### config.mk
export PLATFORM = sky130hd
export DESIGN_NAME = gpio_pin_controller
export DESIGN_NICKNAME = d
export VERILOG_FILES = /design/src/common/gpio_pkg.sv /design/src/gpio_pin_controller.sv
export SDC_FILE = /design/constraint.sdc
export NUM_CORES = 1
export LEC_CHECK = 0
export CELL_PAD_IN_SITES_DETAIL_PLACEMENT = 1
export CELL_PAD_IN_SITES_GLOBAL_PLACEMENT = 1
export CORE_UTILIZATION = 39
export CTS_CLUSTER_SIZE = 16
export DETAILED_ROUTE_END_ITERATION = 12
export DONT_BUFFER_PORTS = 1
export PLACE_DENSITY_LB_ADDON = 0.1
export SETUP_SLACK_MARGIN = 0.05
export SYNTH_ARGS = -nofsm -noshare
export SYNTH_HDL_FRONTEND = slang
export SYNTH_SLANG_ARGS = --single-unit
export TNS_END_PERCENT = 100
### constraint.sdc
create_clock -name clk -period 2.3 [get_ports clk]
set_clock_uncertainty 0.1 [all_clocks]
set_input_delay 0.46 -clock clk [delete_from_list [all_inputs] [get_ports clk]]
set_output_delay 0.46 -clock clk [all_outputs]
set_load 0.1 [all_outputs]
### src/common/gpio_pkg.sv
// gpio_pkg: register map, field layout and sense encodings for the pin group controller
// assumes an 8-bit register port with byte offsets as the address
package gpio_pkg;
  localparam int ADDR_W = 8;
  localparam int DATA_W = 8;
  // regular register offsets
  localparam logic [7:0] OFF_DIR = 8'h00;
  localparam logic [7:0] OFF_DRIVE_ENABLE_SET_STROBE = 8'h01;
  localparam logic [7:0] OFF_DRIVE_ENABLE_CLEAR_STROBE = 8'h02;
  localparam logic [7:0] OFF_DRIVE_ENABLE_TOGGLE_STROBE = 8'h03;
  localparam logic [7:0] OFF_OUT = 8'h04;
  localparam logic [7:0] OFF_DRIVE_VALUE_SET_STROBE = 8'h05;
  localparam logic [7:0] OFF_DRIVE_VALUE_CLEAR_STROBE = 8'h06;
  localparam logic [7:0] OFF_DRIVE_VALUE_TOGGLE_STROBE = 8'h07;
  localparam logic [7:0] OFF_IN = 8'h08;
  localparam logic [7:0] OFF_FLAGS = 8'h09;
  localparam logic [7:0] OFF_CFG0 = 8'h10;
  // fast alias block
  localparam logic [7:0] OFF_ALIAS_DIR = 8'h20;
  localparam logic [7:0] OFF_ALIAS_OUT = 8'h21;
  localparam logic [7:0] OFF_ALIAS_IN = 8'h22;
  localparam logic [7:0] OFF_ALIAS_FLAGS = 8'h23;
  // per_pin_config field layout
  localparam int CFG_FLIP_BIT = 7;
  localparam int CFG_BIAS_BIT = 3;
  localparam int CFG_SENSE_LSB = 0;
  localparam int SENSE_W = 3;
  localparam logic [7:0] CFG_MASK = 8'h8f;
  localparam logic [7:0] RESET_ZERO = 8'h00;
  // sense_config encodings
  localparam logic [2:0] SENSE_NONE = 3'h0;
  localparam logic [2:0] SENSE_ANY_EDGE = 3'h1;
  localparam logic [2:0] SENSE_RISE = 3'h2;
  localparam logic [2:0] SENSE_FALL = 3'h3;
  localparam logic [2:0] SENSE_INPUT_OFF = 3'h4;
  localparam logic [2:0] SENSE_LOW = 3'h5;
  // dead time after an accepted synchronous event
  localparam int DEAD_CYCLES = 3;
  typedef enum logic [1:0] {
    DEAD_IDLE = 2'b00,
    DEAD_ONE = 2'b01,
    DEAD_TWO = 2'b11,
    DEAD_THREE = 2'b10
  } dead_type;
endpackage

### src/gpio_pin_controller.sv
// gpio_pin_controller: direction, drive value, synchronised input, per-pin config and events
// assumes pads outside resolve pin level from drive enable, value and bias
//
// Notes on behaviour
// one group of up to eight pins, each with direction and drive bit.
// direction bit one makes the pin output, zero makes it input.
// direction-set strobe sets only the bits written as one.
// direction-clear strobe clears only the bits written as one.
// direction-toggle strobe inverts only the bits written as one.
// drive-set strobe sets only the drive bits written as one.
// drive-clear strobe clears only the drive bits written as one.
// drive-toggle strobe or a write to input register inverts drive bits.
// input register shows synchronised pins; synchroniser frozen while input disabled.
// sampled level readable whatever the direction unless input disabled.
// config for pin n sits at byte offset 0x10 plus n.
// polarity flip inverts both input and output path of the pin.
// changing polarity flip gives an edge seen by event sensing.
// weak-high-bias bit one enables the pullup on the pin.
// event condition chosen per pin: any edge, rise, fall, low, off.
// after reset outputs tri-stated, input buffers enabled.
// asynchronous sensing can request wake with no clock running.
// async pins wake under any sense; others only any edge or low.
// alias registers act exactly like the regular registers.
// software should not change flip and sense in the same cycle.
// an event pending at input disable may appear on re-enable.
// a sense change while synchronising may drop the pending event.
// synchronous path ignores new events for three cycles after one.
// sense field three bits: none, any edge, rise, fall, off, low.
//
// Implementation choice: the plain strobed port.
`timescale 1ns/1ns
`default_nettype none
module gpio_pin_controller
  import gpio_pkg::*;
#(
  parameter int PINS = 8,
  parameter logic [7:0] ASYNC_PINS = 8'h04
) (
  // clock and reset
  input wire logic clk,
  input wire logic srst,
  // register port
  input wire logic [ADDR_W-1:0] addr,
  input wire logic [DATA_W-1:0] wdata,
  input wire logic wr,
  input wire logic rd,
  output logic [DATA_W-1:0] rdata,
  // pads
  input wire logic [PINS-1:0] pin_in,
  output logic [PINS-1:0] pin_out,
  output logic [PINS-1:0] pin_oe,
  output logic [PINS-1:0] pin_pullup,
  output logic [PINS-1:0] pin_in_enable,
  // events and wake
  output logic [PINS-1:0] external_event_line,
  output logic [PINS-1:0] wake_enable
);

  logic [PINS-1:0] dir_r;
  logic [PINS-1:0] out_r;
  logic [PINS-1:0] flags_r;
  logic [PINS-1:0] sync1_r;
  logic [PINS-1:0] sync2_r;
  logic [PINS-1:0] prev_r;
  logic [7:0] cfg_r [PINS];
  logic [PINS-1:0] flip;
  logic [PINS-1:0] in_off;
  logic [PINS-1:0] level;
  logic [PINS-1:0] hit;
  logic [PINS-1:0] accept;
  logic [DATA_W-1:0] rdata_nxt;
  logic [PINS-1:0] wmask;
  logic [PINS-1:0] one_edge;

  // one write bit per pin
  assign wmask = wdata[PINS-1:0];

  // alias decode, R3 R4 R5 direction strobes, R2 direction
  always_ff @(posedge clk) begin
    if (srst) begin
      dir_r <= '0;
    end else if (wr) begin
      case (addr)
        OFF_DIR, OFF_ALIAS_DIR: dir_r <= wmask;
        OFF_DRIVE_ENABLE_SET_STROBE: dir_r <= dir_r | wmask;
        OFF_DRIVE_ENABLE_CLEAR_STROBE: dir_r <= dir_r & ~wmask;
        OFF_DRIVE_ENABLE_TOGGLE_STROBE: dir_r <= dir_r ^ wmask;
        default: dir_r <= dir_r;
      endcase
    end
  end

  // drive value strobes; write to input register toggles
  always_ff @(posedge clk) begin
    if (srst) begin
      out_r <= '0;
    end else if (wr) begin
      case (addr)
        OFF_OUT, OFF_ALIAS_OUT: out_r <= wmask;
        OFF_DRIVE_VALUE_SET_STROBE: out_r <= out_r | wmask;
        OFF_DRIVE_VALUE_CLEAR_STROBE: out_r <= out_r & ~wmask;
        OFF_DRIVE_VALUE_TOGGLE_STROBE, OFF_IN, OFF_ALIAS_IN: out_r <= out_r ^ wmask;
        default: out_r <= out_r;
      endcase
    end
  end

  // per-pin config at 0x10 plus n, R24 three-bit sense field
  genvar g;
  generate
    for (g = 0; g < PINS; g++) begin : g_pin
      always_ff @(posedge clk) begin
        if (srst) begin
          cfg_r[g] <= RESET_ZERO;
        end else if (wr && addr == OFF_CFG0 + ADDR_W'(g)) begin
          cfg_r[g] <= wdata & CFG_MASK;
        end
      end
      assign flip[g] = cfg_r[g][CFG_FLIP_BIT];
      assign in_off[g] = cfg_r[g][CFG_SENSE_LSB +: SENSE_W] == SENSE_INPUT_OFF;
      // single-edge senses, which cannot wake a synchronous pin
      assign one_edge[g] = cfg_r[g][CFG_SENSE_LSB +: SENSE_W] == SENSE_RISE
                           || cfg_r[g][CFG_SENSE_LSB +: SENSE_W] == SENSE_FALL;
      // inversion after the synchroniser, so a flip change is an edge
      assign level[g] = sync2_r[g] ^ flip[g];
      // live sense field, a change mid-sync may drop an edge
      always_comb begin
        case (cfg_r[g][CFG_SENSE_LSB +: SENSE_W])
          SENSE_ANY_EDGE: hit[g] = level[g] ^ prev_r[g];
          SENSE_RISE: hit[g] = level[g] & ~prev_r[g];
          SENSE_FALL: hit[g] = ~level[g] & prev_r[g];
          SENSE_LOW: hit[g] = ~level[g];
          default: hit[g] = 1'b0;
        endcase
      end
    end
  endgenerate

  // synchroniser holds its state while input disabled
  always_ff @(posedge clk) begin
    if (srst) begin
      sync1_r <= '0;
      sync2_r <= '0;
    end else begin
      for (int i = 0; i < PINS; i++) begin
        if (!in_off[i]) begin
          sync1_r[i] <= pin_in[i];
          sync2_r[i] <= sync1_r[i];
        end
      end
    end
  end

  // previous level for edge detection, frozen with the synchroniser
  always_ff @(posedge clk) begin
    if (srst) begin
      prev_r <= '0;
    end else begin
      for (int i = 0; i < PINS; i++) begin
        if (!in_off[i]) begin
          prev_r[i] <= level[i];
        end
      end
    end
  end

  // dead time per synchronous pin
  dead_type dead_r [PINS];
  generate
    for (g = 0; g < PINS; g++) begin : g_dead
      always_ff @(posedge clk) begin
        if (srst) begin
          dead_r[g] <= DEAD_IDLE;
        end else begin
          case (dead_r[g])
            DEAD_IDLE: dead_r[g] <= accept[g] ? DEAD_ONE : DEAD_IDLE;
            DEAD_ONE: dead_r[g] <= DEAD_TWO;
            DEAD_TWO: dead_r[g] <= DEAD_THREE;
            DEAD_THREE: dead_r[g] <= DEAD_IDLE;
            default: dead_r[g] <= DEAD_IDLE;
          endcase
        end
      end
      // async pins see no dead time
      assign accept[g] = hit[g] & (ASYNC_PINS[g] | dead_r[g] == DEAD_IDLE) & ~in_off[g];
    end
  endgenerate

  // event flags: hardware set wins over a software clear
  always_ff @(posedge clk) begin
    if (srst) begin
      flags_r <= '0;
    end else if (wr && (addr == OFF_FLAGS || addr == OFF_ALIAS_FLAGS)) begin
      flags_r <= (flags_r & ~wmask) | accept;
    end else begin
      flags_r <= flags_r | accept;
    end
  end

  // per-pin event strobe, one cycle per accepted event; stays high while an async pin senses low
  always_ff @(posedge clk) begin
    if (srst) begin
      external_event_line <= '0;
    end else begin
      external_event_line <= accept;
    end
  end

  // pad controls: reset tri-states and keeps inputs enabled
  always_ff @(posedge clk) begin
    if (srst) begin
      pin_oe <= '0;
      pin_out <= '0;
      pin_pullup <= '0;
      pin_in_enable <= '1;
    end else begin
      for (int i = 0; i < PINS; i++) begin
        pin_oe[i] <= dir_r[i];
        pin_out[i] <= out_r[i] ^ flip[i];
        pin_pullup[i] <= cfg_r[i][CFG_BIAS_BIT];
        pin_in_enable[i] <= ~in_off[i];
      end
    end
  end

  // wake qualification; the pad-side async detector uses this level
  always_ff @(posedge clk) begin
    if (srst) begin
      wake_enable <= '0;
    end else begin
      for (int i = 0; i < PINS; i++) begin
        case (cfg_r[i][CFG_SENSE_LSB +: SENSE_W])
          SENSE_ANY_EDGE, SENSE_LOW: wake_enable[i] <= 1'b1;
          SENSE_RISE, SENSE_FALL: wake_enable[i] <= ASYNC_PINS[i];
          default: wake_enable[i] <= 1'b0;
        endcase
      end
    end
  end

  // read mux; input visible in any direction
  always_comb begin
    rdata_nxt = '0;
    case (addr)
      OFF_DIR, OFF_DRIVE_ENABLE_SET_STROBE, OFF_DRIVE_ENABLE_CLEAR_STROBE, OFF_DRIVE_ENABLE_TOGGLE_STROBE, OFF_ALIAS_DIR: rdata_nxt = DATA_W'(dir_r);
      OFF_OUT, OFF_DRIVE_VALUE_SET_STROBE, OFF_DRIVE_VALUE_CLEAR_STROBE, OFF_DRIVE_VALUE_TOGGLE_STROBE, OFF_ALIAS_OUT: rdata_nxt = DATA_W'(out_r);
      OFF_IN, OFF_ALIAS_IN: rdata_nxt = DATA_W'(level);
      OFF_FLAGS, OFF_ALIAS_FLAGS: rdata_nxt = DATA_W'(flags_r);
      default: begin
        for (int i = 0; i < PINS; i++) begin
          if (addr == OFF_CFG0 + ADDR_W'(i)) begin
            rdata_nxt = cfg_r[i];
          end
        end
      end
    endcase
  end

  // read data valid only in the cycle after the strobe
  always_ff @(posedge clk) begin
    if (srst) begin
      rdata <= '0;
    end else begin
      rdata <= rd ? rdata_nxt : '0;
    end
  end

  // set strobe leaves other bits
  property p_drive_enable_set_strobe;
    @(posedge clk) disable iff (srst)
      (wr && addr == OFF_DRIVE_ENABLE_SET_STROBE) |=> dir_r == ($past(dir_r) | $past(wmask));
  endproperty
  a_drive_enable_set_strobe: assert property (p_drive_enable_set_strobe) else $error("dir set wrong");

  property p_drive_enable_clear_strobe;
    @(posedge clk) disable iff (srst)
      (wr && addr == OFF_DRIVE_ENABLE_CLEAR_STROBE) |=> dir_r == ($past(dir_r) & ~$past(wmask));
  endproperty
  a_drive_enable_clear_strobe: assert property (p_drive_enable_clear_strobe) else $error("dir clear wrong");

  property p_drive_enable_toggle_strobe;
    @(posedge clk) disable iff (srst)
      (wr && addr == OFF_DRIVE_ENABLE_TOGGLE_STROBE) |=> dir_r == ($past(dir_r) ^ $past(wmask));
  endproperty
  a_drive_enable_toggle_strobe: assert property (p_drive_enable_toggle_strobe) else $error("dir toggle wrong");

  property p_drive_value_set_strobe;
    @(posedge clk) disable iff (srst)
      (wr && addr == OFF_DRIVE_VALUE_SET_STROBE) |=> out_r == ($past(out_r) | $past(wmask));
  endproperty
  a_drive_value_set_strobe: assert property (p_drive_value_set_strobe) else $error("out set wrong");

  property p_drive_value_clear_strobe;
    @(posedge clk) disable iff (srst)
      (wr && addr == OFF_DRIVE_VALUE_CLEAR_STROBE) |=> out_r == ($past(out_r) & ~$past(wmask));
  endproperty
  a_drive_value_clear_strobe: assert property (p_drive_value_clear_strobe) else $error("out clear wrong");

  property p_intgl;
    @(posedge clk) disable iff (srst)
      (wr && addr == OFF_IN) |=> out_r == ($past(out_r) ^ $past(wmask));
  endproperty
  a_intgl: assert property (p_intgl) else $error("in write toggle wrong");

  property p_oe;
    @(posedge clk) disable iff (srst)
      (wr && addr == OFF_DIR) |=> ##1 pin_oe == $past(wmask, 2);
  endproperty
  a_oe: assert property (p_oe) else $error("drive enable not following dir");

  property p_dead;
    @(posedge clk) disable iff (srst)
      (accept[0] && !ASYNC_PINS[0]) |=> !accept[0] [*3];
  endproperty
  a_dead: assert property (p_dead) else $error("event inside dead time");

  property p_rst;
    @(posedge clk) srst |=> (pin_oe == '0 && pin_in_enable == '1);
  endproperty
  a_rst: assert property (p_rst) else $error("reset pad state wrong");

  property p_flag_set;
    @(posedge clk) disable iff (srst)
      accept != '0 |=> (flags_r & $past(accept)) == $past(accept);
  endproperty
  a_flag_set: assert property (p_flag_set) else $error("event flag lost to clear");

  property p_flag_clr;
    @(posedge clk) disable iff (srst)
      (wr && (addr == OFF_FLAGS || addr == OFF_ALIAS_FLAGS))
        |=> (flags_r & $past(wmask) & ~$past(accept)) == '0;
  endproperty
  a_flag_clr: assert property (p_flag_clr) else $error("flag clear ignored");

  property p_in_off;
    @(posedge clk) disable iff (srst)
      in_off != '0 |=> (sync2_r & $past(in_off)) == ($past(sync2_r) & $past(in_off));
  endproperty
  a_in_off: assert property (p_in_off) else $error("synchroniser moved while disabled");

  property p_in_en;
    @(posedge clk) disable iff (srst)
      in_off != '0 |=> (pin_in_enable & $past(in_off)) == '0;
  endproperty
  a_in_en: assert property (p_in_en) else $error("input buffer left on while disabled");

  property p_wake_sync;
    @(posedge clk) disable iff (srst)
      one_edge != '0 |=> (wake_enable & $past(one_edge) & ~ASYNC_PINS[PINS-1:0]) == '0;
  endproperty
  a_wake_sync: assert property (p_wake_sync) else $error("sync pin wakes on one edge");

  property p_wake_any;
    @(posedge clk) disable iff (srst)
      (cfg_r[0][CFG_SENSE_LSB +: SENSE_W] == SENSE_ANY_EDGE) |=> wake_enable[0];
  endproperty
  a_wake_any: assert property (p_wake_any) else $error("any edge sense cannot wake");

  property p_cfg0;
    @(posedge clk) disable iff (srst)
      (wr && addr == OFF_CFG0) |=> cfg_r[0] == ($past(wdata) & CFG_MASK);
  endproperty
  a_cfg0: assert property (p_cfg0) else $error("config write missed its pin");

  property p_pullup0;
    @(posedge clk) disable iff (srst)
      (wr && addr == OFF_CFG0) |=> ##1 pin_pullup[0] == $past(wdata[CFG_BIAS_BIT], 2);
  endproperty
  a_pullup0: assert property (p_pullup0) else $error("pullup not following bias bit");

  property p_flip0;
    @(posedge clk) disable iff (srst)
      (wr && addr == OFF_CFG0)
        |=> ##1 pin_out[0] == ($past(out_r[0], 2) ^ $past(wdata[CFG_FLIP_BIT], 2));
  endproperty
  a_flip0: assert property (p_flip0) else $error("drive value not inverted by flip");

  property p_alias_rd;
    @(posedge clk) disable iff (srst)
      (rd && addr == OFF_ALIAS_DIR) |=> rdata == DATA_W'($past(dir_r));
  endproperty
  a_alias_rd: assert property (p_alias_rd) else $error("alias read differs");

endmodule // gpio_pin_controller
`default_nettype wire

; ---- Word level (Yosys, flattened, before mapping)
; Memories as Yosys holds them, arrays and structs flattened.
; Cells that the tools add are included.
[word_totals]
wordCells = 488
memories = 2
latch_bits = 0
mem_bits_ro = 0
ff_bits = 104
in_bits = 28
output_inout_bits = 56
mem_bits_rw = 56
[classes]
magnitude_cmp = 0
shifts = 0
muxes = 198
div_mod_pow = 0
n_mul = 0
n_eq_ne = 85
n_reduce_logical = 39
bitwise = 130
n_addsub = 0
[memory_table]
columns = memory, depth, width, rd, rd_ports_with_merged_regs, write_ports, line
row1 = cfg_r, 8, 5, 8, 0, 8, gpio_pin_controller.sv:65  ; logic [7:0] cfg_r [PINS];
row2 = dead_r, 8, 2, 8, 0, 8, gpio_pin_controller.sv:168  ; dead_type dead_r [PINS];
[ops]
columns = operator, n
row1 = 1-bit two-way mux, 138
row2 = 8-bit one-hot mux with 4 select lines, 3
row3 = 8-bit two-way mux, 9
row4 = "8-bit by 5-bit equality test with 1-bit output, second input constant", 8
row5 = 2-bit two-way mux, 32
row6 = "3-bit by 2-bit equality test with 1-bit output, second input constant", 16
row7 = "3-bit equality test, second input constant", 16
row8 = 5-bit two-way mux, 8
row9 = 1-bit bitwise OR, 40
row10 = "2-bit equality test, second input constant", 16
row11 = "8-bit by 3-bit equality test with 1-bit output, second input constant", 4
row12 = "8-bit by 6-bit equality test with 1-bit output, second input constant", 4
row13 = 8-bit bitwise OR, 4
row14 = 1-bit one-hot mux with 4 select lines, 8
row15 = 1-bit bitwise AND, 31
row16 = 1-bit inverter, 25
row17 = 8-bit bitwise AND, 3
row18 = "3-bit by 1-bit equality test with 1-bit output, second input constant", 8
row19 = 2-bit OR reduction, 12
row20 = 1-bit bitwise XOR, 24
row21 = "2-bit by 1-bit equality test with 1-bit output, second input constant", 8
row22 = "8-bit by 2-bit equality test with 1-bit output, second input constant", 2
row23 = "8-bit by 4-bit equality test with 1-bit output, second input constant", 2
row24 = 2-bit logical NOT, 8
row25 = other kinds (11), 23

; ---- Longest topological paths before layout
; Gate-level depths: netlist (run 1).
; An unclocked memory read counts as a cell.
[depth]
ltp_word = 12
mapped_depth = 8
mapped_depth_nobuf = 8

; ---- Worst setup path before layout (run 1)
; No wires, ideal clock.
[synth_timing]
path_type = input-to-reg
start = in addr[7]
end = mem cfg_r[0][10] in the netlist's numbering (enable)
required_time_ns = 1.826
slack_ns = 0.097
setup_time_ns = 0.374
path_buffers = 0
t_arrival_ns = 1.729
stages = 4
cell_sequence = or4b_4 > nor3_2 > nand2_1 > o21ai_0
[synth_lines]
columns = element, line
row1 = "start, declared", gpio_pin_controller.sv:43  ; input wire logic [ADDR_W-1:0] addr,
row2 = "end, declared", gpio_pin_controller.sv:65

==> results.tsv, run 1 <==
metric	value	unit
status	finished, final reports clean	
synthCells	794	
crit_type	reg -> reg	
syn_area_per_cell	9.81	µm²
fmax	464	MHz
cts_buffers	17	
dp_hpwl	17500	µm
fin_nets	972	
period_needed	2150	ps
wl_met2	12300	µm
grt_pass1_vias	6887	
cts-root-buf	clkbuf_16	
min_period_over_period	93.7	%
ant_nets	0	
seqPwrFrac	46.1	%
reg2reg_from	cfg_r[0][19]$_SDFFCE_PN0P_	
wl_met1	11100	µm
startpoint_type	flop	
cts_tree	yes	
grt_max_degree	44	
synth_flop_cell	dfxtp_1	
tightest_slew	719	ps
yosysWarnings	0	
wirelength	25200	µm
grtUsageTotal	25.6	%
endpoint_kind	flop	
post-place-ws	-46.7	ps
setup_viol	0	
hold_depth	1	
clk_latency	440	ps
power.internal	4.81	mW
vias	6487	
rsz0062_at_grt	true	
synth.ff_latch_count	158	
switching_share	28.8	%
r2r_slack	150	ps
irDropWorstVdd	0.522	mV
grt_antenna_before_repair	0	
drive_above_1_share	20.6	%
comb_power_share	13.2	%
power	6.75	mW
leakage	3.70	nW
dr.pass1.iters	4	
design.core.area	0.0195	mm²
die_area	0.0205	mm²
fillerInstances	2237	
highest_layer	met4	
cts_sinks	158	
ios	84	
wl_per_cell	21.4	µm
slew_headroom	51.9	%
reg2reg_depth	7	
slew_viol_final	0	
grt_pass1_wl	38500	µm
hold_start	srst	
clkTransAtPathRegs	70	ps
io_buffers	0	
drt_iter0_drc	439	
num_antenna_cells	0	
p_clk_share	40.7	%
route.met3.wl	1300	µm
die_w	143	µm
fin_util	48.3	%
layout_setup_ws	145	ps
synthesis.area	0.00779	mm²
cap_violations	0	
viasPerCell	5.53	
synth_seq_area_share	47.6	%
synth-edff-count	54	
cp_max_fo	5	
place_congestion	0.829	
start_util	39.9	%
min_path_type	in -> reg	
ys_types	72	
synthArstFlopShare	0	%
switchingPower	1.94	mW
drc	0	
regToRegEndpoint	dead_r[0][6]$_SDFFCE_PP0P_	
hold_viol_final	0	
htreeDepth	4	
cts_max_path_buffers	2	
cp.required	2400	ps
power_density	716	mW/mm²
hold_slack	19.1	ps
worstPathArrival	2250	ps
overflow	0	
die_height	143	µm
rows	51	
area_growth_syn_to_layout	21.1	%
min_to	wake_enable[2]$_SDFF_PP0_	
==> sequential cells by signal, indices dropped and copies added (netlist names) <==
signal / cells
pin_in_enable: 8
sync1_r: 8
out_r: 8
pin_oe: 8
pin_pullup: 8
pin_out: 8
cfg_r: 40
wake_enable: 8
flags_r: 8
rdata: 8
dir_r: 8
sync2_r: 8
dead_r: 14
prev_r: 8
external_event_line: 8
==> logic make-up (layout without fill, tap and decap cells) <==
kind of cell	count (synthesis)	in the layout	synth area share (%)
AOI/OAI and AO/OA	166	166	14.9
xor gates and xnor gates	17	17	1.91
adders and majority gates	48	48	7.71
buffers and inverters	99	201	5.38
DFF	158	158	47.6
muxes	31	31	4.43
other	1	14	0.0481
and+or+nand+nor	274	274	18.0
==> cells in the final DEF (no fill, tap or decap), types with 7 or more instances in the layout <==
cell type / count
and3_1: 7
dfxtp_1: 104
ha_1: 48
a22oi_1: 18
nor2_1: 58
nor2b_1: 21
a311oi_1: 8
nand3_1: 14
a21oi_1: 26
mux2_2: 8
nand2_1: 75
nor3b_1: 14
o221ai_1: 7
o211ai_1: 11
nor3_1: 45
xnor2_1: 12
nand2b_1: 13
a211oi_1: 11
buf_4: 106
clkbuf_16: 17
o21ai_0: 35
mux2i_1: 21
edfxtp_1: 54
conb_1: 14
inv_1: 51
==> power by group through the flow <==
stage               logic (mW)  clock network (mW)  registers, mW
finish                   0.891                2.75           3.12
CTS                      0.876                2.81           3.12
global route             0.956                2.89           3.13
detailed placement       0.825                   0           3.18
global placement         0.792                   0           3.17
floorplan                0.414                   0           3.37
==> timing repair <==
action / CTS / global route
gates resized for setup: 2 / 9
endpoints found under the setup margin: 5 / 10
hold buffers: 4 / 0
endpoints found under the hold margin: 39 / 0
buffers inserted: 2 / 4
pin swaps: 0 / 2
cloned: 0 / 0
==> per-layer routing <==
metal	global-route usage, %	up-vias
met5	0	-
met4	8.96	0
met3	5.56	39
met2	43.5	168
met1	31.9	3258
li1	-	3022
==> layout make-up <==
cell class	count	area (µm²)	share of cell area (%)
tap	265	332	3.51
sequential	158	3700	39.3
inverter	59	221	2.35
clock inverter	15	138	1.46
clock buffer	17	425	4.51
timing repair buffer	110	856	9.07
multi-input combinational	550	3760	39.8
==> worst max-delay path: stages, from the launching register on <==
cell	delay [ps]
edfxtp_1	450
xor2_2	240
ha_1	290
inv_1	40
o311ai_1	250
o21ai_1	120
and3_1	230
o21ba_2	200
==> worst max path at each step <==
stage / from / end
floorplan: addr[7] / cfg_r[0][10]$_SDFFCE_PN0P_
global placement: cfg_r[1][19]$_SDFFCE_PN0P_ / dead_r[1][6]$_SDFFCE_PP0P_
detailed placement: cfg_r[1][19]$_SDFFCE_PN0P_ / dead_r[1][6]$_SDFFCE_PP0P_
CTS: cfg_r[1][19]$_SDFFCE_PN0P_ / dead_r[1][6]$_SDFFCE_PP0P_
global route: cfg_r[0][19]$_SDFFCE_PN0P_ / dead_r[0][6]$_SDFFCE_PP0P_
finish: cfg_r[0][19]$_SDFFCE_PN0P_ / dead_r[0][6]$_SDFFCE_PP0P_
==> cells in the mapped netlist, types with 6 or more instances <==
master / number / area [µm²]
edfxtp_1: 54 / 1620
clkbuf_1: 17 / 63.8
mux2i_1: 21 / 210
inv_1: 52 / 195
nand2_1: 75 / 282
a21oi_1: 26 / 130
ha_1: 48 / 601
nand2b_1: 13 / 81.3
a211oi_1: 11 / 82.6
nor3_1: 45 / 225
xnor2_1: 15 / 131
o221ai_1: 7 / 61.3
nor2_1: 58 / 218
buf_2: 14 / 70.1
dfxtp_1: 104 / 2080
a221oi_1: 7 / 61.3
nand3_1: 14 / 70.1
and3_1: 7 / 43.8
a22oi_1: 18 / 135
nor2b_1: 21 / 131
nor3b_1: 14 / 105
o211ai_1: 11 / 82.6
o311ai_0: 6 / 52.6
mux2_2: 8 / 90.1
o21ai_0: 36 / 180
a311oi_1: 8 / 70.1
==> through the flow <==
| step | area (µm²) | TNS, ps | std cells |
|---|---|---|---|
| after floorplan | 7840 | 0 | 807 |
| after global placement | 8720 | 0 | 1132 |
| after detailed placement | 8720 | -104 | 1132 |
| after CTS | 9380 | 0 | 1170 |
| after global routing | 9440 | 0 | 1174 |
| final | 9440 | 0 | 1174 |
No activity file was read; power rests on OpenSTA's default activity.
==> inputs of run 2 (changes only) <==
PLACE_DENSITY = 0.72   (was default)
PLACE_DENSITY_LB_ADDON = default   (was 0.1)
REMOVE_ABC_BUFFERS = 1   (was default)
==> run 2 against run 1 <==
Final cell count is 0.85% lower; total power rose by 0.54%; cell area is 0.70% lower; count of clock-buffer cells in the layout grew 6; core utilization decreased by 0.34 points; critical path depth is the same.
==> results.tsv, run 2 (synthesized netlist as in run 1, its figures left out) <==
metric	value	unit	change
r2r_slack	60	ps	-90 ps
fmax	446	MHz	-3.9%
crit_path_end	dead_r[1][6]$_SDFFCE_PP0P_		
hold_depth	1		unchanged
viasPerCell	5.45		-1.4%
irDropWorstVdd	0.543	mV	+4.0%
crit_type	reg -> reg		
grt_max_degree	93		+110%
clkTransAtPathRegs	60	ps	about the same
ios	84		unchanged
htreeDepth	4		unchanged
wl_per_cell	19.8	µm	-7.9%
power_density	725	mW/mm²	+1.2%
tightest_slew	738	ps	+18.2 ps
cp_max_fo	4		-1
wirelength	23000	µm	-8.7%
cp.required	2500	ps	+100 ps
drt_iter0_drc	408		-7.1%
reg_top3	cfg_r: 40 flops, dead_r: 14 flops		
ant_nets	0		unchanged
num_antenna_cells	0		unchanged
cts-root-buf	clkbuf_16		
min_period_over_period	97.5	%	+3.8 points
final_common_cell	dfxtp_1		
cap_violations	0		unchanged
setup_tns	0	ps	unchanged
setup_viol	0		unchanged
drc	0		unchanged
reg2reg_from	cfg_r[1][19]$_SDFFCE_PN0P_		
status	finished, final reports clean		
largest_register_ffs	40		unchanged
leakage	3.66	nW	-1.1%
grtUsageTotal	23.3	%	-2.3 points
io_buffers	0		unchanged
rsz0062_at_grt	false		
vias	6339		-2.3%
min_path_type	in -> reg		
fin_nets	962		-1.0%
die_height	143	µm	unchanged
cp-startpoint	cfg_r[1][19]$_SDFFCE_PN0P_		
cts_sinks	158		unchanged
area_growth_syn_to_layout	20.3	%	
rows	51		unchanged
cts_tree	yes		
worstPathArrival	2450	ps	+200 ps
die_w	143	µm	unchanged
startpoint_type	flop		
drive_above_1_share	19.4	%	-1.2 points
design.core.area	0.0195	mm²	unchanged
top_register	cfg_r		
overflow	0		unchanged
slew_headroom	50.5	%	-1.4 points
grt_pass1_vias	6494		-5.7%
layout_common_cells	dfxtp_1 (104), buf_4 (98), nand2_1 (75), nor2_1 (58), edfxtp_1 (54)		
dr.pass1.iters	5		+1
endpoint_kind	flop		
die_area	0.0205	mm²	unchanged
fin_util	48.0	%	-0.34 points
cts_max_path_buffers	2		unchanged
start_util	39.9	%	unchanged
place_congestion	0.883		+6.5%
period_needed	2240	ps	+87.4 ps
clk_latency	430	ps	about the same
dp_hpwl	16200	µm	-7.6%
cts_buffers	17		unchanged
slew_viol_final	0		unchanged
grt_antenna_before_repair	0		unchanged
reg2reg_depth	7		unchanged
regToRegEndpoint	dead_r[1][6]$_SDFFCE_PP0P_		
hold_viol_final	0		unchanged
grt_pass1_wl	35800	µm	-7.1%
[run 2: changes by cell type in the layout (fill, tap and decap cells not counted), moves of 2 or more]
cell	before	now
o21ai_1	5	7
buf_4	106	98
o21ai_0	35	33
clkbuf_1	0	4
clkinv_4	4	2
inv_6	3	1
[run 2: worst min path at each step]
stage                             from                       end
2_1_floorplan  sync1_r[5]$_SDFFE_PP0N_   sync2_r[5]$_SDFFE_PP0N_
3_3_place_gp     flags_r[2]$_SDFF_PP0_     flags_r[2]$_SDFF_PP0_
3_5_place_dp     flags_r[6]$_SDFF_PP0_     flags_r[6]$_SDFF_PP0_
4_1_cts                           srst   sync1_r[4]$_SDFFE_PP0N_
5_1_grt                           srst  pin_pullup[6]$_SDFF_PP0_
6_report                          srst   sync1_r[5]$_SDFFE_PP0N_
[run 2: final cells by class]
cell class / instances / area, µm²
Multi-Input combinational cell: 550 / 3760
Tap cell: 265 / 332
Sequential cell: 158 / 3700
Clock buffer: 23 / 479
Inverter: 59 / 221
Timing Repair Buffer: 100 / 766
Clock inverter: 9 / 109
Fill cell: 2233 / 10200
[run 2: metal layers]
layer  wire [µm]  global-route usage [%]  up-vias  part of all wire, %
li1            -                       -     3007                    -
met1       10300                    30.1     3128                   45
met2       11000                    38.5      169                   48
met3        1170                    4.53       35                  5.1
met4         499                    8.62        0                  2.2
met5           0                       0        -                    0
[run 2: through the flow]
step                      area [µm²]  cells  setup slack [ps]  hold slack [ps]  power (mW)
after CTS                       9280   1157              68.7           0.0504        6.83
after floorplan                 7640    767               104              331        3.72
after global placement          8670   1124               124              348        3.96
final                           9370   1164              58.1             27.8        6.79
after global routing            9370   1164              33.5             4.84        7.02
after detailed placement        8670   1124              54.5              358        3.98
[run 2: power breakdown]
part | total [mW] | internal (mW) | leakage, nW | switching, mW
logic | 0.849 | 0.287 | 2.00 | 0.562
clock network | 2.83 | 1.69 | 0.287 | 1.13
registers | 3.12 | 3.01 | 1.37 | 0.102
[run 2: repair_timing]
action / in CTS / in global routing
setup endpoints to repair: 2 / 10
pin swaps: 0 / 2
endpoints found under the hold margin: 2 / 0
buffers inserted: 0 / 7
resized for setup: 2 / 11
hold buffers: 1 / 0
[run 2: critical path: stages, from the launching register on]
cell and delay, ps:
edfxtp_1 480, xnor2_2 210, inv_1 120, ha_1 320, a221oi_2 250, a31oi_1 110, nor4b_2 400, a21o_1 130
